### src/common/cieb_pkg.sv
// Constants and types for the interrupt-enable and byte-load core slice.
// Assumes one 100 MHz clock; one T-state is one clock cycle.
package cieb_pkg;
  localparam int CLK_MHZ = 100;
  localparam int TW = 5;
  // T-state counts per instruction form
  localparam logic [TW-1:0] T_REG = 5'h04;
  localparam logic [TW-1:0] T_IMM = 5'h07;
  localparam logic [TW-1:0] T_IND = 5'h07;
  localparam logic [TW-1:0] T_IMM_HL = 5'h0A;
  localparam logic [TW-1:0] T_DIR = 5'h0D;
  localparam logic [TW-1:0] T_SPEC = 5'h09;
  localparam logic [TW-1:0] T_RETURN_FROM_NONMASKABLE = 5'h0E;
  localparam logic [TW-1:0] T_IDX = 5'h13;
  localparam logic [TW-1:0] T_CTRL = 5'h04;
  // Remaining-count values that place the memory strobe and the finish
  localparam logic [TW-1:0] CNT_MEM = 5'h03;
  localparam logic [TW-1:0] CNT_LAST = 5'h01;
  // Opcode bytes
  localparam logic [7:0] OP_PFX_ED = 8'hED;
  localparam logic [7:0] OP_PFX_X = 8'hDD;
  localparam logic [7:0] OP_PFX_Y = 8'hFD;
  localparam logic [7:0] OP_ACC_VEC = 8'h57;
  localparam logic [7:0] OP_ACC_REF = 8'h5F;
  localparam logic [7:0] OP_VEC_ACC = 8'h47;
  localparam logic [7:0] OP_REF_ACC = 8'h4F;
  localparam logic [7:0] OP_RETURN_FROM_NONMASKABLE = 8'h45;
  localparam logic [7:0] OP_DI = 8'hF3;
  localparam logic [7:0] OP_EI = 8'hFB;
  localparam logic [7:0] OP_ACC_DIR = 8'h3A;
  localparam logic [7:0] OP_DIR_ACC = 8'h32;
  localparam logic [7:0] OP_ACC_BC = 8'h0A;
  localparam logic [7:0] OP_ACC_DE = 8'h1A;
  localparam logic [7:0] OP_BC_ACC = 8'h02;
  localparam logic [7:0] OP_DE_ACC = 8'h12;
  localparam logic [7:0] OP_MEM_IMM = 8'h36;
  localparam logic [1:0] GRP_MOVE = 2'h1;
  localparam logic [1:0] GRP_ZERO = 2'h0;
  // Register field codes
  localparam logic [2:0] REG_B = 3'h0;
  localparam logic [2:0] REG_C = 3'h1;
  localparam logic [2:0] REG_D = 3'h2;
  localparam logic [2:0] REG_E = 3'h3;
  localparam logic [2:0] REG_H = 3'h4;
  localparam logic [2:0] REG_L = 3'h5;
  localparam logic [2:0] REG_MEM = 3'h6;
  localparam logic [2:0] REG_A = 3'h7;
  // Flag bit positions and reset values
  localparam int F_S = 7;
  localparam int F_Z = 6;
  localparam int F_H = 4;
  localparam int F_PV = 2;
  localparam int F_N = 1;
  localparam logic [7:0] RST_FLAGS = 8'h00;
  localparam logic [7:0] RST_BYTE = 8'h00;
  localparam logic [3:0] PEND_MAX = 4'hF;

  typedef enum logic [3:0] {
    K_BAD = 4'b0000,
    K_REG = 4'b0001,
    K_REGF = 4'b0010,
    K_LOAD = 4'b0011,
    K_STORE = 4'b0100,
    K_SETV = 4'b0101,
    K_SETR = 4'b0110,
    K_DI = 4'b0111,
    K_EI = 4'b1000,
    K_RETURN_FROM_NONMASKABLE = 4'b1001
  } cieb_kind_t;

  typedef enum logic [1:0] {
    S_IDLE = 2'b00,
    S_EXEC = 2'b01,
    S_ACK = 2'b10
  } cieb_state_t;

  typedef struct packed {
    logic [7:0] b3;
    logic [7:0] b2;
    logic [7:0] b1;
    logic [7:0] b0;
  } cieb_instr_t;

  typedef struct packed {
    cieb_kind_t kind;
    logic [2:0] dst;
    logic [7:0] val;
    logic [15:0] addr;
    logic [TW-1:0] tst;
    logic [1:0] m1s;
  } cieb_op_t;

  typedef struct packed {
    logic rd;
    logic wr;
    logic [15:0] addr;
    logic [7:0] wdata;
  } cieb_mem_t;
endpackage : cieb_pkg

### src/hdl/cieb_intff.sv
// Interrupt enable flip-flops and the pending-request queue.
// Assumes request inputs are one-cycle pulses synchronous to clk.
`timescale 1ns/1ps
module cieb_intff (
  input wire logic clk,
  input wire logic rst_n,
  input wire logic nmi_req,
  input wire logic int_req,
  input wire logic di_exec,
  input wire logic ei_exec,
  input wire logic return_from_nonmaskable_exec,
  input wire logic nmi_take,
  input wire logic int_take,
  output logic nmi_pend_q,
  output logic [3:0] int_cnt_q,
  output logic primary_int_enable_q,
  output logic secondary_int_enable_q
);
  // A request in the same cycle as a take stays queued
  always_ff @(posedge clk) begin
    if (!rst_n) begin
      nmi_pend_q <= 1'b0;
    end else begin
      nmi_pend_q <= nmi_req | (nmi_pend_q & ~nmi_take); // [RULE4]
    end
  end

  // Counted so several maskable requests are served one by one
  always_ff @(posedge clk) begin
    if (!rst_n) begin
      int_cnt_q <= 4'h0;
    end else if (int_req && !int_take && int_cnt_q != cieb_pkg::PEND_MAX) begin
      int_cnt_q <= int_cnt_q + 4'h1; // [RULE4]
    end else if (!int_req && int_take && int_cnt_q != 4'h0) begin
      int_cnt_q <= int_cnt_q - 4'h1; // [RULE4]
    end
  end

  always_ff @(posedge clk) begin
    if (!rst_n) begin
      primary_int_enable_q <= 1'b0; // [RULE5]
      secondary_int_enable_q <= 1'b0; // [RULE5]
    end else if (nmi_take) begin
      // An enable change ending at this boundary lands before the copy
      secondary_int_enable_q <= return_from_nonmaskable_exec ? secondary_int_enable_q :
        (primary_int_enable_q | ei_exec) & ~di_exec; // [RULE6]
      primary_int_enable_q <= 1'b0; // [RULE6]
    end else if (int_take || di_exec) begin
      primary_int_enable_q <= 1'b0; // [RULE5]
      secondary_int_enable_q <= 1'b0; // [RULE5]
    end else if (ei_exec) begin
      primary_int_enable_q <= 1'b1; // [RULE5]
      secondary_int_enable_q <= 1'b1; // [RULE5]
    end else if (return_from_nonmaskable_exec) begin
      primary_int_enable_q <= secondary_int_enable_q; // [RULE7]
    end
  end
endmodule : cieb_intff

### src/hdl/cieb_core.sv
// Byte-load decode and execute slice with interrupt enable handling.
// Assumes whole instructions arrive as one bundle and memory answers a
// read strobe with data on the following cycle.
// How it works
// RULE1: Peripherals pass priority enable down the chain.
// RULE2: First chain device tied high, highest priority.
// RULE3: Requester holds chain output low until served.
// RULE4: Pending and new interrupts stay queued, never lost; code queues at most 15 maskable and one nonmaskable request.
// RULE5: Reset and disable clear both enables; enable sets.
// RULE6: Nonmaskable accept copies primary to secondary, clears.
// RULE7: Return-from-nonmaskable restores primary from secondary.
// RULE8: Accumulator from vector sets S,Z,PV; clears H,N.
// RULE9: Accumulator from refresh: same flag effects.
// RULE10: ED 57 is accumulator from vector, 9 states.
// RULE11: ED 5F is accumulator from refresh, 9 states.
// RULE12: ED 47 loads vector register, no flags.
// RULE13: ED 4F loads refresh register, 9 states.
// RULE14: Register move 4 states; immediate load 7.
// RULE15: Register field codes B,C,D,E,H,L,A.
// RULE16: Store via pointer pair; first index form 19.
// RULE17: Second index loads: FD, opcode, displacement, 19.
// RULE18: Opcode 3A direct address load, 13 states.
`timescale 1ns/1ps
module cieb_core (
  input wire logic clk,
  input wire logic rst_n,
  input wire cieb_pkg::cieb_instr_t instr,
  input wire logic instr_valid,
  input wire logic [15:0] first_index_register,
  input wire logic [15:0] second_index_register,
  input wire logic [7:0] mem_rdata,
  input wire logic nmi_req,
  input wire logic int_req,
  output logic instr_ready_q,
  output logic done_q,
  output logic illegal_q,
  output cieb_pkg::cieb_mem_t mem_q,
  output logic nmi_ack_q,
  output logic int_ack_q,
  output logic [7:0][7:0] gpr_q,
  output logic [7:0] flags_q,
  output logic [7:0] vector_reg_q,
  output logic [7:0] refresh_reg_q,
  output logic primary_int_enable_q,
  output logic secondary_int_enable_q
);
  cieb_pkg::cieb_state_t state_q;
  cieb_pkg::cieb_op_t op_d;
  cieb_pkg::cieb_op_t op_q;
  logic [cieb_pkg::TW-1:0] cnt_q;
  logic take;
  logic last;
  logic nmi_pend;
  logic [3:0] int_cnt;
  logic irq_go;
  logic nmi_take;
  logic int_take;
  logic [7:0] res;
  logic [15:0] base;
  logic [15:0] ea;
  logic [15:0] ptr;

  assign take = (state_q == cieb_pkg::S_IDLE) & instr_ready_q & instr_valid;
  assign last = (state_q == cieb_pkg::S_EXEC) & (cnt_q == cieb_pkg::CNT_LAST);
  // Interrupts are sampled only at an instruction boundary
  // A disable that ends here already masks this boundary
  assign irq_go = nmi_pend | ((int_cnt != 4'h0) & primary_int_enable_q &
    ~(last & (op_q.kind == cieb_pkg::K_DI))); // [RULE5]
  assign nmi_take = irq_go & nmi_pend &
    (last | ((state_q == cieb_pkg::S_IDLE) & ~instr_valid));
  assign int_take = irq_go & ~nmi_pend &
    (last | ((state_q == cieb_pkg::S_IDLE) & ~instr_valid));
  assign base = (instr.b0 == cieb_pkg::OP_PFX_X) ? first_index_register
                                                 : second_index_register;
  assign ea = base + {{8{instr.b2[7]}}, instr.b2};
  assign ptr = {gpr_q[cieb_pkg::REG_H], gpr_q[cieb_pkg::REG_L]};

  cieb_intff u_intff (
    .clk(clk),
    .rst_n(rst_n),
    .nmi_req(nmi_req),
    .int_req(int_req),
    .di_exec(last && op_q.kind == cieb_pkg::K_DI),
    .ei_exec(last && op_q.kind == cieb_pkg::K_EI),
    .return_from_nonmaskable_exec(last && op_q.kind == cieb_pkg::K_RETURN_FROM_NONMASKABLE),
    .nmi_take(nmi_take),
    .int_take(int_take),
    .nmi_pend_q(nmi_pend),
    .int_cnt_q(int_cnt),
    .primary_int_enable_q(primary_int_enable_q),
    .secondary_int_enable_q(secondary_int_enable_q)
  );

  always_comb begin
    op_d = '0;
    op_d.kind = cieb_pkg::K_BAD;
    op_d.tst = cieb_pkg::T_CTRL;
    op_d.m1s = 2'h1;
    if (instr.b0 == cieb_pkg::OP_PFX_X || instr.b0 == cieb_pkg::OP_PFX_Y) begin
      op_d.m1s = 2'h2;
      op_d.addr = ea;
      if (instr.b1 == cieb_pkg::OP_MEM_IMM) begin
        op_d.kind = cieb_pkg::K_STORE;
        op_d.val = instr.b3;
        op_d.tst = cieb_pkg::T_IDX;
      end else if (instr.b1[7:6] == cieb_pkg::GRP_MOVE &&
                   instr.b1[2:0] == cieb_pkg::REG_MEM &&
                   instr.b1[5:3] != cieb_pkg::REG_MEM) begin
        op_d.kind = cieb_pkg::K_LOAD; // [RULE17]
        op_d.dst = instr.b1[5:3];
        op_d.tst = cieb_pkg::T_IDX; // [RULE17]
      end else if (instr.b1[7:6] == cieb_pkg::GRP_MOVE &&
                   instr.b1[5:3] == cieb_pkg::REG_MEM &&
                   instr.b1[2:0] != cieb_pkg::REG_MEM) begin
        op_d.kind = cieb_pkg::K_STORE; // [RULE16]
        op_d.val = gpr_q[instr.b1[2:0]];
        op_d.tst = cieb_pkg::T_IDX; // [RULE16]
      end
    end else if (instr.b0 == cieb_pkg::OP_PFX_ED) begin
      op_d.m1s = 2'h2;
      op_d.tst = cieb_pkg::T_SPEC;
      op_d.dst = cieb_pkg::REG_A;
      case (instr.b1)
        cieb_pkg::OP_ACC_VEC: begin
          op_d.kind = cieb_pkg::K_REGF; // [RULE10]
          op_d.val = vector_reg_q;
        end
        cieb_pkg::OP_ACC_REF: begin
          op_d.kind = cieb_pkg::K_REGF; // [RULE11]
          op_d.val = refresh_reg_q;
        end
        cieb_pkg::OP_VEC_ACC: begin
          op_d.kind = cieb_pkg::K_SETV; // [RULE12]
          op_d.val = gpr_q[cieb_pkg::REG_A];
        end
        cieb_pkg::OP_REF_ACC: begin
          op_d.kind = cieb_pkg::K_SETR; // [RULE13]
          op_d.val = gpr_q[cieb_pkg::REG_A];
        end
        cieb_pkg::OP_RETURN_FROM_NONMASKABLE: begin
          op_d.kind = cieb_pkg::K_RETURN_FROM_NONMASKABLE;
          op_d.tst = cieb_pkg::T_RETURN_FROM_NONMASKABLE;
        end
        default: begin
          op_d.tst = cieb_pkg::T_CTRL;
        end
      endcase
    end else if (instr.b0 == cieb_pkg::OP_DI) begin
      op_d.kind = cieb_pkg::K_DI;
    end else if (instr.b0 == cieb_pkg::OP_EI) begin
      op_d.kind = cieb_pkg::K_EI;
    end else if (instr.b0 == cieb_pkg::OP_ACC_DIR ||
                 instr.b0 == cieb_pkg::OP_DIR_ACC) begin
      op_d.kind = (instr.b0 == cieb_pkg::OP_ACC_DIR) ? cieb_pkg::K_LOAD
                                                     : cieb_pkg::K_STORE;
      op_d.dst = cieb_pkg::REG_A;
      op_d.val = gpr_q[cieb_pkg::REG_A];
      op_d.addr = {instr.b2, instr.b1}; // [RULE18]
      op_d.tst = cieb_pkg::T_DIR; // [RULE18]
    end else if (instr.b0 == cieb_pkg::OP_ACC_BC ||
                 instr.b0 == cieb_pkg::OP_ACC_DE ||
                 instr.b0 == cieb_pkg::OP_BC_ACC ||
                 instr.b0 == cieb_pkg::OP_DE_ACC) begin
      op_d.kind = instr.b0[3] ? cieb_pkg::K_LOAD : cieb_pkg::K_STORE;
      op_d.dst = cieb_pkg::REG_A;
      op_d.val = gpr_q[cieb_pkg::REG_A];
      op_d.addr = instr.b0[4] ?
        {gpr_q[cieb_pkg::REG_D], gpr_q[cieb_pkg::REG_E]} :
        {gpr_q[cieb_pkg::REG_B], gpr_q[cieb_pkg::REG_C]};
      op_d.tst = cieb_pkg::T_IND;
    end else if (instr.b0 == cieb_pkg::OP_MEM_IMM) begin
      op_d.kind = cieb_pkg::K_STORE;
      op_d.val = instr.b1;
      op_d.addr = ptr;
      op_d.tst = cieb_pkg::T_IMM_HL;
    end else if (instr.b0[7:6] == cieb_pkg::GRP_MOVE) begin
      op_d.dst = instr.b0[5:3]; // [RULE15]
      op_d.addr = ptr;
      op_d.val = gpr_q[instr.b0[2:0]]; // [RULE15]
      if (instr.b0[2:0] == cieb_pkg::REG_MEM &&
          instr.b0[5:3] != cieb_pkg::REG_MEM) begin
        op_d.kind = cieb_pkg::K_LOAD;
        op_d.tst = cieb_pkg::T_IND;
      end else if (instr.b0[5:3] == cieb_pkg::REG_MEM &&
                   instr.b0[2:0] != cieb_pkg::REG_MEM) begin
        op_d.kind = cieb_pkg::K_STORE; // [RULE16]
        op_d.tst = cieb_pkg::T_IND;
      end else if (instr.b0[5:3] != cieb_pkg::REG_MEM) begin
        op_d.kind = cieb_pkg::K_REG; // [RULE14]
        op_d.tst = cieb_pkg::T_REG; // [RULE14]
      end
    end else if (instr.b0[7:6] == cieb_pkg::GRP_ZERO &&
                 instr.b0[2:0] == cieb_pkg::REG_MEM &&
                 instr.b0[5:3] != cieb_pkg::REG_MEM) begin
      op_d.kind = cieb_pkg::K_REG; // [RULE14]
      op_d.dst = instr.b0[5:3];
      op_d.val = instr.b1;
      op_d.tst = cieb_pkg::T_IMM; // [RULE14]
    end
  end

  // Sequencer; an interrupt waits for the current instruction to end
  always_ff @(posedge clk) begin
    if (!rst_n) begin
      state_q <= cieb_pkg::S_IDLE;
      instr_ready_q <= 1'b1;
      cnt_q <= '0;
      op_q <= '0;
    end else begin
      case (state_q)
        cieb_pkg::S_IDLE: begin
          if (take) begin
            state_q <= cieb_pkg::S_EXEC;
            instr_ready_q <= 1'b0;
            op_q <= op_d;
            cnt_q <= op_d.tst - cieb_pkg::CNT_LAST;
          end else if (irq_go) begin
            state_q <= cieb_pkg::S_ACK; // [RULE4]
            instr_ready_q <= 1'b0;
          end
        end
        cieb_pkg::S_EXEC: begin
          cnt_q <= cnt_q - cieb_pkg::CNT_LAST;
          if (last) begin
            state_q <= irq_go ? cieb_pkg::S_ACK : cieb_pkg::S_IDLE;
            instr_ready_q <= ~irq_go;
          end
        end
        default: begin
          state_q <= cieb_pkg::S_IDLE;
          instr_ready_q <= 1'b1;
        end
      endcase
    end
  end

  always_ff @(posedge clk) begin
    if (!rst_n) begin
      nmi_ack_q <= 1'b0;
      int_ack_q <= 1'b0;
    end else begin
      nmi_ack_q <= nmi_take; // [RULE6]
      int_ack_q <= int_take;
    end
  end

  always_ff @(posedge clk) begin
    if (!rst_n) begin
      done_q <= 1'b0;
      illegal_q <= 1'b0;
    end else begin
      done_q <= last;
      illegal_q <= last && op_q.kind == cieb_pkg::K_BAD;
    end
  end

  // Strobe one cycle ahead of the end so the read data lands at the end
  always_ff @(posedge clk) begin
    if (!rst_n) begin
      mem_q <= '0;
    end else begin
      mem_q.rd <= 1'b0;
      mem_q.wr <= 1'b0;
      if (state_q == cieb_pkg::S_EXEC && cnt_q == cieb_pkg::CNT_MEM) begin
        mem_q.rd <= op_q.kind == cieb_pkg::K_LOAD;
        mem_q.wr <= op_q.kind == cieb_pkg::K_STORE;
        mem_q.addr <= op_q.addr;
        mem_q.wdata <= op_q.val;
      end
    end
  end

  assign res = (op_q.kind == cieb_pkg::K_LOAD) ? mem_rdata : op_q.val;

  always_ff @(posedge clk) begin
    if (!rst_n) begin
      gpr_q <= '0;
    end else if (last && (op_q.kind == cieb_pkg::K_REG ||
                          op_q.kind == cieb_pkg::K_REGF ||
                          op_q.kind == cieb_pkg::K_LOAD)) begin
      gpr_q[op_q.dst] <= res;
    end
  end

  // Carry and undocumented bits are left alone
  always_ff @(posedge clk) begin
    if (!rst_n) begin
      flags_q <= cieb_pkg::RST_FLAGS;
    end else if (last && op_q.kind == cieb_pkg::K_REGF) begin
      flags_q[cieb_pkg::F_S] <= res[7]; // [RULE8] [RULE9]
      flags_q[cieb_pkg::F_Z] <= res == 8'h00; // [RULE8] [RULE9]
      flags_q[cieb_pkg::F_H] <= 1'b0; // [RULE8] [RULE9]
      flags_q[cieb_pkg::F_N] <= 1'b0; // [RULE8] [RULE9]
      flags_q[cieb_pkg::F_PV] <= secondary_int_enable_q; // [RULE8] [RULE9]
    end
  end

  always_ff @(posedge clk) begin
    if (!rst_n) begin
      vector_reg_q <= cieb_pkg::RST_BYTE;
    end else if (last && op_q.kind == cieb_pkg::K_SETV) begin
      vector_reg_q <= op_q.val; // [RULE12]
    end
  end

  // Low seven bits count opcode fetches; bit 7 only changes by a load
  always_ff @(posedge clk) begin
    if (!rst_n) begin
      refresh_reg_q <= cieb_pkg::RST_BYTE;
    end else if (last && op_q.kind == cieb_pkg::K_SETR) begin
      refresh_reg_q <= op_q.val; // [RULE13]
    end else if (take) begin
      refresh_reg_q[6:0] <= refresh_reg_q[6:0] + {5'h00, op_d.m1s};
    end
  end
endmodule : cieb_core

### config.mk
export PLATFORM = sky130hd
export DESIGN_NAME = cieb_core
export DESIGN_NICKNAME = d
export VERILOG_FILES = /design/src/common/cieb_pkg.sv /design/src/hdl/cieb_intff.sv /design/src/hdl/cieb_core.sv
export SDC_FILE = /design/constraint.sdc
export NUM_CORES = 1
export LEC_CHECK = 0
export BUFFER_PORTS_ARGS = -buffer_cell sky130_fd_sc_hd__buf_2
export CORE_MARGIN = 2
export CORE_UTILIZATION = 60
export DETAILED_ROUTE_END_ITERATION = 16
export GPL_TIMING_DRIVEN = 0
export PLACE_DENSITY = 0.86
export SETUP_SLACK_MARGIN = 0.05
export SKIP_LAST_GASP = 1
export SYNTH_ARGS = -nofsm -noshare
export SYNTH_HDL_FRONTEND = slang
export SYNTH_HIERARCHICAL = 1
export SYNTH_SLANG_ARGS = --single-unit
### constraint.sdc
create_clock -name clk -period 9.9 [get_ports clk]
set_input_delay 1.98 -clock clk [delete_from_list [all_inputs] [get_ports clk]]
set_output_delay 1.98 -clock clk [all_outputs]
set_load 0.1 [all_outputs]
## Yosys cells after proc, flatten, opt, wreduce, memory -nomap -nowiden

Cells that the tools add are included.

| storage, ports and cells | value |
|---|---|
| flip-flop bits (word level) | 159 |
| word-level logic and storage cells | 232 |

| operators by class | value |
|---|---|
| reductions and logical operators | 51 |
| magnitude comparators | 4 |
| muxes and demuxes | 71 |
| bitwise logic cells | 24 |
| $add $sub $neg | 6 |
| equality and inequality tests | 45 |

Operators by type and width:

| kind | number |
|---|---|
| $mux 36 | 2 |
| $bwmux 64 | 1 |
| $mux 16 | 4 |
| $mux 32 | 2 |
| $mux 8 | 7 |
| $bmux 8 s3 | 2 |
| $eq 8x7->1 const B | 5 |
| $eq 8x8->1 const B | 5 |
| $mux 38 | 1 |
| $eq 8x6->1 const B | 4 |
| $mux 15 | 2 |
| $mux 29 | 1 |
| $mux 4 | 7 |
| $mux 5 | 5 |
| $demux 8 s3 | 1 |
| $mux 3 | 8 |
| $pmux 8 s3 | 1 |
| $logic_and 1x1->1 | 22 |
| $mux 2 | 9 |
| $add 16x16->16 | 1 |
| $eq 4x3->1 const B | 4 |
| $eq 8x5->1 const B | 2 |
| $pmux 4 s4 | 1 |
| $ne 3x3->1 const B | 5 |
| other kinds (39) | 99 |

## Longest topological paths before layout

Gate-level depths: netlist (run 1).

| logic depth | value |
|---|---|
| word-level depth | 15 |
| gate-level depth with buffers | 13 |
| mapped depth without buffers | 12 |

## Cells and area by module

The synthesis (run 1) kept the hierarchy.

Modules (own cells, without submodules):

| module | area an instance (um2) | instances | cells an instance |
|---|---|---|---|
| cieb_core | 9318.9 | 1 | 1111 |
| cieb_intff | 432.9 | 1 | 45 |

## Worst setup path after synthesis (run 1)

No wires, ideal clock.

| timing path | value |
|---|---|
| path kind | input port to flip-flop |
| from | in instr[0] in the netlist's numbering |
| to | reg op_q[19] in the netlist's numbering |
| library setup time | 120 ps |
| arrival | 5081 ps |
| stages | 13 |
| path slack | 4699 ps |
| cells stage by stage | buf_4 > nand3_2 > nor3_2 > clkbuf_1 > mux2_2 > ha_1 > clkbuf_1 > o21a_1 > o2111ai_1 > or2_2 > a31oi_1 > nor3_1 > a211o_1 |

| on the way | value |
|---|---|
| longest elaborated chain between the ends | 10 |
| elaborated cells between the ends (all ways) | 26 |
| classes of those cells | add/sub (1); eq/ne (12); mux (8); reduce/logical (5) |

RTL lines:

| what | line | text |
|---|---|---|
| from (decl) | cieb_core.sv:27 | `input wire cieb_pkg::cieb_instr_t instr,` |
| parallel branches: the longest is 9 deep, another holds $add 16x16->16 | -- |  |
| $mux 38 (*) | cieb_core.sv:99 | `if (instr.b0 == cieb_pkg::OP_PFX_X \|\| instr.b0 == cieb_pkg::OP_PFX_Y) begin` |
| to (signal assigned) | cieb_core.sv:215 | `op_q <= op_d;` |
| to (decl) | cieb_core.sv:49 | `cieb_pkg::cieb_op_t op_q;` |

Every way passes the cells marked *.
A chain may end at the register's enable or synchronous reset.

## Worst setup path after layout (run 1)

| timing path | value |
|---|---|
| from | in instr[0] in the netlist's numbering |
| to | reg op_q[17] in the netlist's numbering |

Same word-level chain as after synthesis.

==> results of run 1 <==
## cell type report
type | count | area (um^2)
multi-input combinational | 907 | 6160
fill | 1298 | 4330
sequential | 159 | 3180
timing repair buffer | 187 | 936
clock buffer | 18 | 439
buffer | 84 | 390
tap | 216 | 270
clock inverter | 13 | 139
inverter | 10 | 37.5
## stage by stage
step | util | hold WS, ns | area [um^2]
after floorplan | - | 0.429 | 9770
after global placement | 0.691 | 0.439 | 11000
after detailed placement | 0.691 | 0.444 | 11000
after CTS | 0.727 | 0.454 | 11600
after global routing | 0.727 | 0.474 | 11600
final | 0.727 | 0.453 | 11600
## tightest hold or removal path, stage by stage (launching register included)
cell,delay (ns)
dfxtp_1,0.30
nand2_1,0.05
a21oi_1,0.05
## cells by family after synthesis
| kind of cell | Yosys count | synth area share |
|---|---|---|
| AO/OA/AOI/OAI | 315 | 0.200 |
| other | 1 | 0.000385 |
| buffers and inverters | 94 | 0.0439 |
| AND/OR/NAND/NOR | 422 | 0.207 |
| multiplexers | 120 | 0.169 |
| adder cells (fa/ha/maj) | 28 | 0.0382 |
| flip-flops | 159 | 0.326 |
| XOR/XNOR | 17 | 0.0153 |
## registers in the layout, summed over array words and instances (netlist names)
name,cells
state_q,2
int_ack_q,1
u_intff/secondary_int_enable_q,1
u_intff/nmi_pend_q,1
cnt_q,5
vector_reg_q,8
u_intff/primary_int_enable_q,1
op_q,31
gpr_q,64
refresh_reg_q,8
flags_q,3
nmi_ack_q,1
instr_ready_q,1
mem_q,26
u_intff/int_cnt_q,4
done_q,1
illegal_q,1
## per-layer routing
metal	vias to the layer above	routed length [um]	global-route usage
li1	4653	-	-
met1	4838	12900	0.505
met2	849	15600	0.631
met3	191	4650	0.106
met4	0	2240	0.229
met5	-	0	0
## layout by cell type (no fill, tap or decap), drive strengths merged, types with 5 or more instances in the layout
cell | Yosys | routed
a211oi | 8 | 8
a21o | 9 | 9
a21oi | 129 | 129
a221oi | 18 | 18
a22oi | 18 | 18
a31oi | 18 | 18
a32o | 8 | 8
and2 | 5 | 5
and3 | 5 | 5
buf | 24 | 211
clkbuf | 60 | 78
clkinv | 0 | 7
conb | 1 | 5
dfxtp | 159 | 159
ha | 25 | 25
inv | 10 | 12
mux2 | 39 | 39
mux2i | 49 | 49
mux4 | 32 | 32
nand2 | 102 | 102
nand2b | 13 | 13
nand3 | 14 | 14
nand3b | 5 | 5
nand4 | 9 | 9
nor2 | 182 | 182
nor2b | 15 | 15
nor3 | 23 | 23
nor4 | 14 | 14
o211ai | 9 | 9
o21a | 5 | 5
o21ai | 60 | 60
or2 | 9 | 9
or3 | 7 | 7
or4 | 9 | 9
xnor2 | 10 | 10
xor2 | 7 | 7
## where the power goes
| part | total, mW | internal [mW] | switching, mW |
|---|---|---|---|
| Combinational | 0.298 | 0.103 | 0.195 |
| Clock | 0.649 | 0.377 | 0.273 |
| Sequential | 0.686 | 0.661 | 0.0251 |
## how the worst max path moves through the flow
stage	slack, ns	endpoint	startpoint	cells after the start
after CTS	4.34	op_q[17]	instr[0]	13
after detailed placement	3.89	op_q[17]	instr[0]	13
after global placement	4.01	op_q[17]	instr[0]	13
after global routing	4.02	op_q[17]	instr[0]	13
after floorplan	4.70	op_q[19]	instr[0]	13
final	4.28	op_q[17]	instr[0]	13
==> metrics.md, run 1 <==
| Metric | Value |
|---|---|
| Status | `finished clean` |
| Clk_lat worst skew | `between 0.4 and 0.5 ns` |
| Number of synthesized flops with an enable pin | `0` |
| Global route total overflow | `0` |
| CORE AREA | `15900 um^2` |
| Period utilization | `0.568` |
| RSZ-0062 raised after global routing | `false` |
| Via count | `~11000` |
| Tightest Hold Check Type | `reg -> reg` |
| DRC | `0` |
| N_diodes | `0` |
| Synth top area share | `0.326` |
| Initial core utilization | `0.614` |
| Vias in the first global route | `slightly below 10000` |
| CP arrival | `5.94 ns` |
| Worst Slack Setup Final | `between 4 and 5 ns` |
| Total negative slack | `0 ns` |
| Initial DRC Count | `between 1000 and 1500` |
| Initial antenna violation count | `0` |
| Num CTS Buffers | `17` |
| Post-CTS Setup Bufs | `0` |
| Synth area leader | `dfxtp_1` |
| Area contributors post-synth | `dfxtp_1 (33%), mux4_2 (7.4%), nor2_1 (6.9%)` |
| Hold Vio Cnt, Final | `0` |
| GRT Util Overall | `0.403` |
| Worst slew pin tran | `around 1.2 ns` |
| Buf/Inv on CP | `2` |
| Layout cell share with drive strength beyond 1 | `0.245` |
| Tot Pwr | `between 1.5 and 2 mW` |
| Root Buffer | `clkbuf_16` |
| Slew Limit Fails | `0` |
| Worst R2R Start | `state_q[0]` |
| Static leakage | `between 4 and 5 nW` |
| Routed Antenna Nets | `0` |
| Critical path type | `in -> reg` |
| PwrDens | `roughly 140 nW/um^2` |
| Post-synthesis async set-or-reset flop share | `0` |
| Req. time, crit path | `about 10 ns` |
| Core Rows | `between 40 and 50` |
| Worst r2r dst | `u_intff/int_cnt_q[3]` |
| CTS Sinks | `about 160` |
| R2r setup slk | `slightly above 6 ns` |
| Max Clk Rate | `around 180 MHz` |
| Drt first pass iters | `6` |
| Max clock buf depth | `2` |
| Pin count of the biggest net entering global routing | `17` |
| Chip Height | `roughly 130 um` |
| Hold_buf cts | `0` |
| Final setup fails | `0` |
| CTS tree | `yes` |
| Synthesis-stage register bit count | `between 150 and 200` |
| Max-cap violations | `0` |
| Worst R2R Path Depth | `12` |
| Worst Setup Start Kind | `input port` |
| Critical Path End Type | `flop` |
| # placed instances | `between 1500 and 2000` |
| Main synth FF type | `dfxtp_1` |
| Hold Path Depth | `2` |
| Post-DP HPWL | `26.6 mm` |
| Pre-CTS setup slack | `roughly 3.9 ns` |
| Netlist cell types | `75` |
| # H-tree levels | `4` |
| Via/cell ratio | `around 6.6` |
| Total wire length | `roughly 35 mm` |
| Die width | `131 um` |
| Mapped Cells | `about 1200` |
| GP Congestion | `0.988` |
| Worst Hold End | `mem_q[14]` |
| Synth warn | `6` |
| Worst-path cell chain | `buf_4 -> nand3_2 -> nor3_2 -> clkbuf_1 -> mux2_2 -> ha_1 -> fa_1 -> a211oi_1 -> o21a_1 -> o21ai_0 -> xor2_1 -> a221oi_1 -> nor2_1` |
| Peak supply drop | `approximately 0.16 mV` |
| CP delay by family, top | `compound AO/OA/AOI/OAI gates` |
| Final Net Count | `1471` |
| Die ar. | `roughly 17000 um^2` |
| Worst-path clk slew | `~0.060 ns` |
| Fin crit period | `around 5.6 ns` |
| Syn avg cell area | `~8.4 um^2` |
| Clock skew | `0.0122 ns` |
| HP Start | `mem_q[14]` |
| Slew HR | `0.198` |
| Crit-path max FO | `10` |
| # IOs | `around 200` |
| Wire per inst | `22.2 um` |
| Area grow syn2layout | `18.5%` |
| First-pass GRT wire length | `around 54 mm` |
| Critical path's largest stage delay | `~0.72 ns` |
| Resize count post-CTS | `0` |
| Most frequent cell after synthesis | `nor2_1` |
| Post-route insts no fill | `between 1500 and 2000` |
| Commonest cells post-synth | `nor2_1 (179), dfxtp_1 (159), a21oi_1 (129)` |
| Number of port buffers | `around 190` |
| Register area share after synthesis | `0.326` |
| Post-Syn Area | `9750 um^2` |
| Slowest CP cell | `nor3_2` |
Note: power is estimated with default switching activity, not from simulation.
==> run 2, diff against run 1 <==
--- a/config.mk
+++ b/config.mk
@@ -5,12 +5,13 @@
 export SDC_FILE = /design/constraint.sdc
 export NUM_CORES = 1
 export LEC_CHECK = 0
+export ABC_AREA = 1
 export BUFFER_PORTS_ARGS = -buffer_cell sky130_fd_sc_hd__buf_2
 export CORE_MARGIN = 2
-export CORE_UTILIZATION = 60
+export CORE_UTILIZATION = 57
 export DETAILED_ROUTE_END_ITERATION = 16
 export GPL_TIMING_DRIVEN = 0
-export PLACE_DENSITY = 0.86
+export PLACE_DENSITY = 0.82
 export SETUP_SLACK_MARGIN = 0.05
 export SKIP_LAST_GASP = 1
 export SYNTH_ARGS = -nofsm -noshare
==> constraint.sdc (replaced) <==
create_clock -name clk -period 5.2 [get_ports clk]
set_input_delay 1.04 -clock clk [delete_from_list [all_inputs] [get_ports clk]]
set_output_delay 1.04 -clock clk [all_outputs]
set_load 0.1 [all_outputs]
==> run 2 against run 1 <==
Compared with the run above: the flow now finishes with violations (capacitance limit); power increased by 140%; final cell count rose by 30%; worst hold slack better by 0.027 ns; largest power group unchanged; flip-flop and latch count unchanged; area after synthesis is 6.3% higher; cell area increased by 5.4%.
==> metrics.md, run 2 <==
| Metric | Value |
|---|---|
| CP most frequent cell | `nand2_1` |
| GRT Util Overall | `0.415 (+0.0120)` |
| Pre-CTS setup slack | `1.03 ns (-2.85 ns)` |
| Clk_lat worst skew | `0.45 ns (about the same)` |
| Resize count post-CTS | `0 (unchanged)` |
| Global route total overflow | `0 (unchanged)` |
| Hold Vio Cnt, Final | `0 (unchanged)` |
| CTS tree | `yes` |
| Synthesis-stage register bit count | `159 (unchanged)` |
| CP arrival | `4.12 ns (-1.82 ns)` |
| Hold_buf cts | `0 (unchanged)` |
| Via count | `12522 (+19%)` |
| CTS Sinks | `159 (unchanged)` |
| Req. time, crit path | `5.54 ns (-4.67 ns)` |
| Post-DP HPWL | `32.0 mm (+20%)` |
| Static leakage | `5.68 nW (+22%)` |
| Routed Antenna Nets | `0 (unchanged)` |
| Final setup fails | `0 (unchanged)` |
| Max Clk Rate | `264 MHz` |
| Chip Height | `139 um (+5.6%)` |
| Drt first pass iters | `6 (unchanged)` |
| Clock skew | `0.0122 ns (-0.0000410 ns)` |
| DRC | `0 (unchanged)` |
| Post-route insts no fill | `2069 (+30%)` |
| Die ar. | `19300 um^2 (+12%)` |
| Period utilization | `0.727` |
| Vias in the first global route | `11027 (+13%)` |
| RSZ-0062 raised after global routing | `false` |
| Wire per inst | `20.0 um (-9.7%)` |
| CORE AREA | `17900 um^2 (+13%)` |
| Via/cell ratio | `6.05 (-8.4%)` |
| # placed instances | `2037 (+30%)` |
| Pin count of the biggest net entering global routing | `17 (unchanged)` |
| Max clock buf depth | `2 (unchanged)` |
| Most frequent cell after synthesis | `nand2_1` |
| Post-Syn Area | `10400 um^2 (+6.3%)` |
| Critical path type | `in -> reg` |
| Commonest non-fill, non-tap cells in the layout | `nand2_1 (357), buf_2 (209), a21oi_1 (193)` |
| Slew Limit Fails | `0 (unchanged)` |
| Status | `finished, violations left` |
| Total wire length | `41.5 mm (+17%)` |
| Worst Slack Setup Final | `1.42 ns (-2.86 ns)` |
| Stages on worst setup path | `18 (+5)` |
| Register area share after synthesis | `0.307 (-0.0193)` |
| Top Registers | `gpr_q x64, op_q x31, mem_q x26` |
| Largest register FFs | `64 (unchanged)` |
| Main synth FF type | `dfxtp_1` |
| GP Congestion | `1.04 (+5.7%)` |
| Fin crit period | `about 3.8 ns` |
| Commonest cells post-synth | `nand2_1 (357), a21oi_1 (193), o21ai_0 (170)` |
| Root Buffer | `clkbuf_16` |
| Layout cell share with drive strength beyond 1 | `0.184 (-0.0610)` |
| Largest reg by FF count | `gpr_q` |
| Synth top area share | `0.307 (-0.0193)` |
| Commonest non-fill, non-tap cell in the layout | `nand2_1` |
| Slowest CP cell | `fa_1` |
| Failing checks | `capacitance limit` |
| Worst-path cell chain | `buf_2 -> buf_2 -> nand2_1 -> nor2_1 -> nand2_2 -> buf_2 -> mux2_2 -> ha_1 -> fa_1 -> nand3_1 -> nand2_1 -> nand2_1 -> nand2_1 -> or2_2 -> nand3_1 -> nand3_1 -> nand2_1 -> inv_1` |
| Critical Path End Type | `flop` |
| CP delay by family, top | `simple AND/OR/NAND/NOR gates` |
| Die width | `139 um (+5.6%)` |
| Slew HR | `0.0143 (-0.184)` |
| Initial DRC Count | `1499 (+15%)` |
| Max-cap violations | `1 (+1)` |
| Mapped Cells | `1614 (+40%)` |
| N_diodes | `0 (unchanged)` |
| Worst R2R Path Depth | `16 (+4)` |
| Post-synthesis async set-or-reset flop share | `0 (unchanged)` |
| PwrDens | `316 nW/um^2 (+120%)` |
| Post-layout util | `0.680 (-0.0472)` |
| Worst Hold Slack | `0.480 ns (+0.0270 ns)` |
| Area contributors post-synth | `dfxtp_1 (31%), nand2_1 (13%), a21oi_1 (9.3%)` |
| Area grow syn2layout | `17.4%` |
| Worst slew pin tran | `1.47 ns (+0.277 ns)` |
| # IOs | `198 (unchanged)` |
| Final Net Count | `1932 (+31%)` |
| Number of port buffers | `190 (+1.6%)` |
| Post-CTS Setup Bufs | `0 (unchanged)` |
| Number of synthesized flops with an enable pin | `0 (unchanged)` |
| Initial antenna violation count | `0 (unchanged)` |
| # H-tree levels | `4 (unchanged)` |
| Netlist cell types | `48 (-36%)` |
| First-pass GRT wire length | `62.1 mm (+15%)` |
| Worst Setup Start Kind | `input port` |
| Peak supply drop | `0.273 mV (+75%)` |
| Core Rows | `49 (+6.5%)` |
| Critical path's largest stage delay | `0.43 ns (-0.29 ns)` |
| Worst-path clk slew | `0.07 ns (about the same)` |
| Synth warn | `6 (unchanged)` |
| Tightest Hold Check Type | `reg -> reg` |
| Synth area leader | `dfxtp_1` |
| Buf/Inv on CP | `4 (+2)` |
| Crit-path max FO | `10 (unchanged)` |
| Num CTS Buffers | `17 (unchanged)` |
| Syn avg cell area | `6.42 um^2 (-24%)` |
| Total negative slack | `0 ns (unchanged)` |
| Initial core utilization | `0.579 (-0.0348)` |
| Hold Path Depth | `2 (unchanged)` |
-- run 2: final timing paths --
check	slack (ns)	from	endpoint
hold / removal	0.48	mem_q[14]	mem_q[14]
setup / recovery	1.42	instr[2]	op_q[13]
hold reg to reg	0.48	mem_q[14]	mem_q[14]
setup reg to reg	2.34	cnt_q[0]	u_intff/int_cnt_q[3]
-- run 2: worst min-delay path, delay by kind of cell (launching register included) --
kind / cells / cell delay (ns)
simple gates: 2 / 0.12
flops: 1 / 0.32
-- run 2: per-stage QoR --
| stage | power [mW] | cell area, um^2 |
|---|---|---|
| 6_report | 3.85 | 12200 |
| 2_1_floorplan | 2.24 | 10400 |
| 3_3_place_gp | 2.58 | 11600 |
| 3_5_place_dp | 2.60 | 11600 |
| 4_1_cts | 3.79 | 12200 |
| 5_1_grt | 3.99 | 12200 |
-- run 2: final cells by class --
class                      instances  area [um^2]
buffer                            79          410
clock buffer                      18          429
clock inverter                    14          125
fill                            1647         5730
inverter                         170          651
multi-input combinational       1210         6140
sequential                       159         3180
tap                              229          287
timing repair buffer             190          951
-- run 2: kinds of logic (layout without fill, tap and decap cells) --
| group | count (synthesis) | in the layout | share of synthesized area |
|---|---|---|---|
| and+or+nand+nor | 725 | 725 | 0.312 |
| buffers and inverters | 249 | 471 | 0.102 |
| xor gates and xnor gates | 8 | 8 | 0.00676 |
| AOI/OAI and AO/OA | 429 | 429 | 0.219 |
| DFF | 159 | 159 | 0.307 |
| other | 1 | 5 | 0.000362 |
| adders and majority gates | 28 | 28 | 0.0360 |
| muxes | 15 | 15 | 0.0163 |
-- run 2: power by group --
| group | internal (mW) | switching [mW] |
|---|---|---|
| Sequential | 1.33 | 0.114 |
| Clock | 0.629 | 0.588 |
| Combinational | 0.307 | 0.882 |
-- run 2: per-layer routing --
metal / track usage / vias up / share of wire
met2: 0.627 / 930 / 0.42
met1: 0.573 / 5679 / 0.40
li1: - / 5797 / -
met5: 0 / - / 0
met4: 0.157 / 0 / 0.038
met3: 0.106 / 116 / 0.14
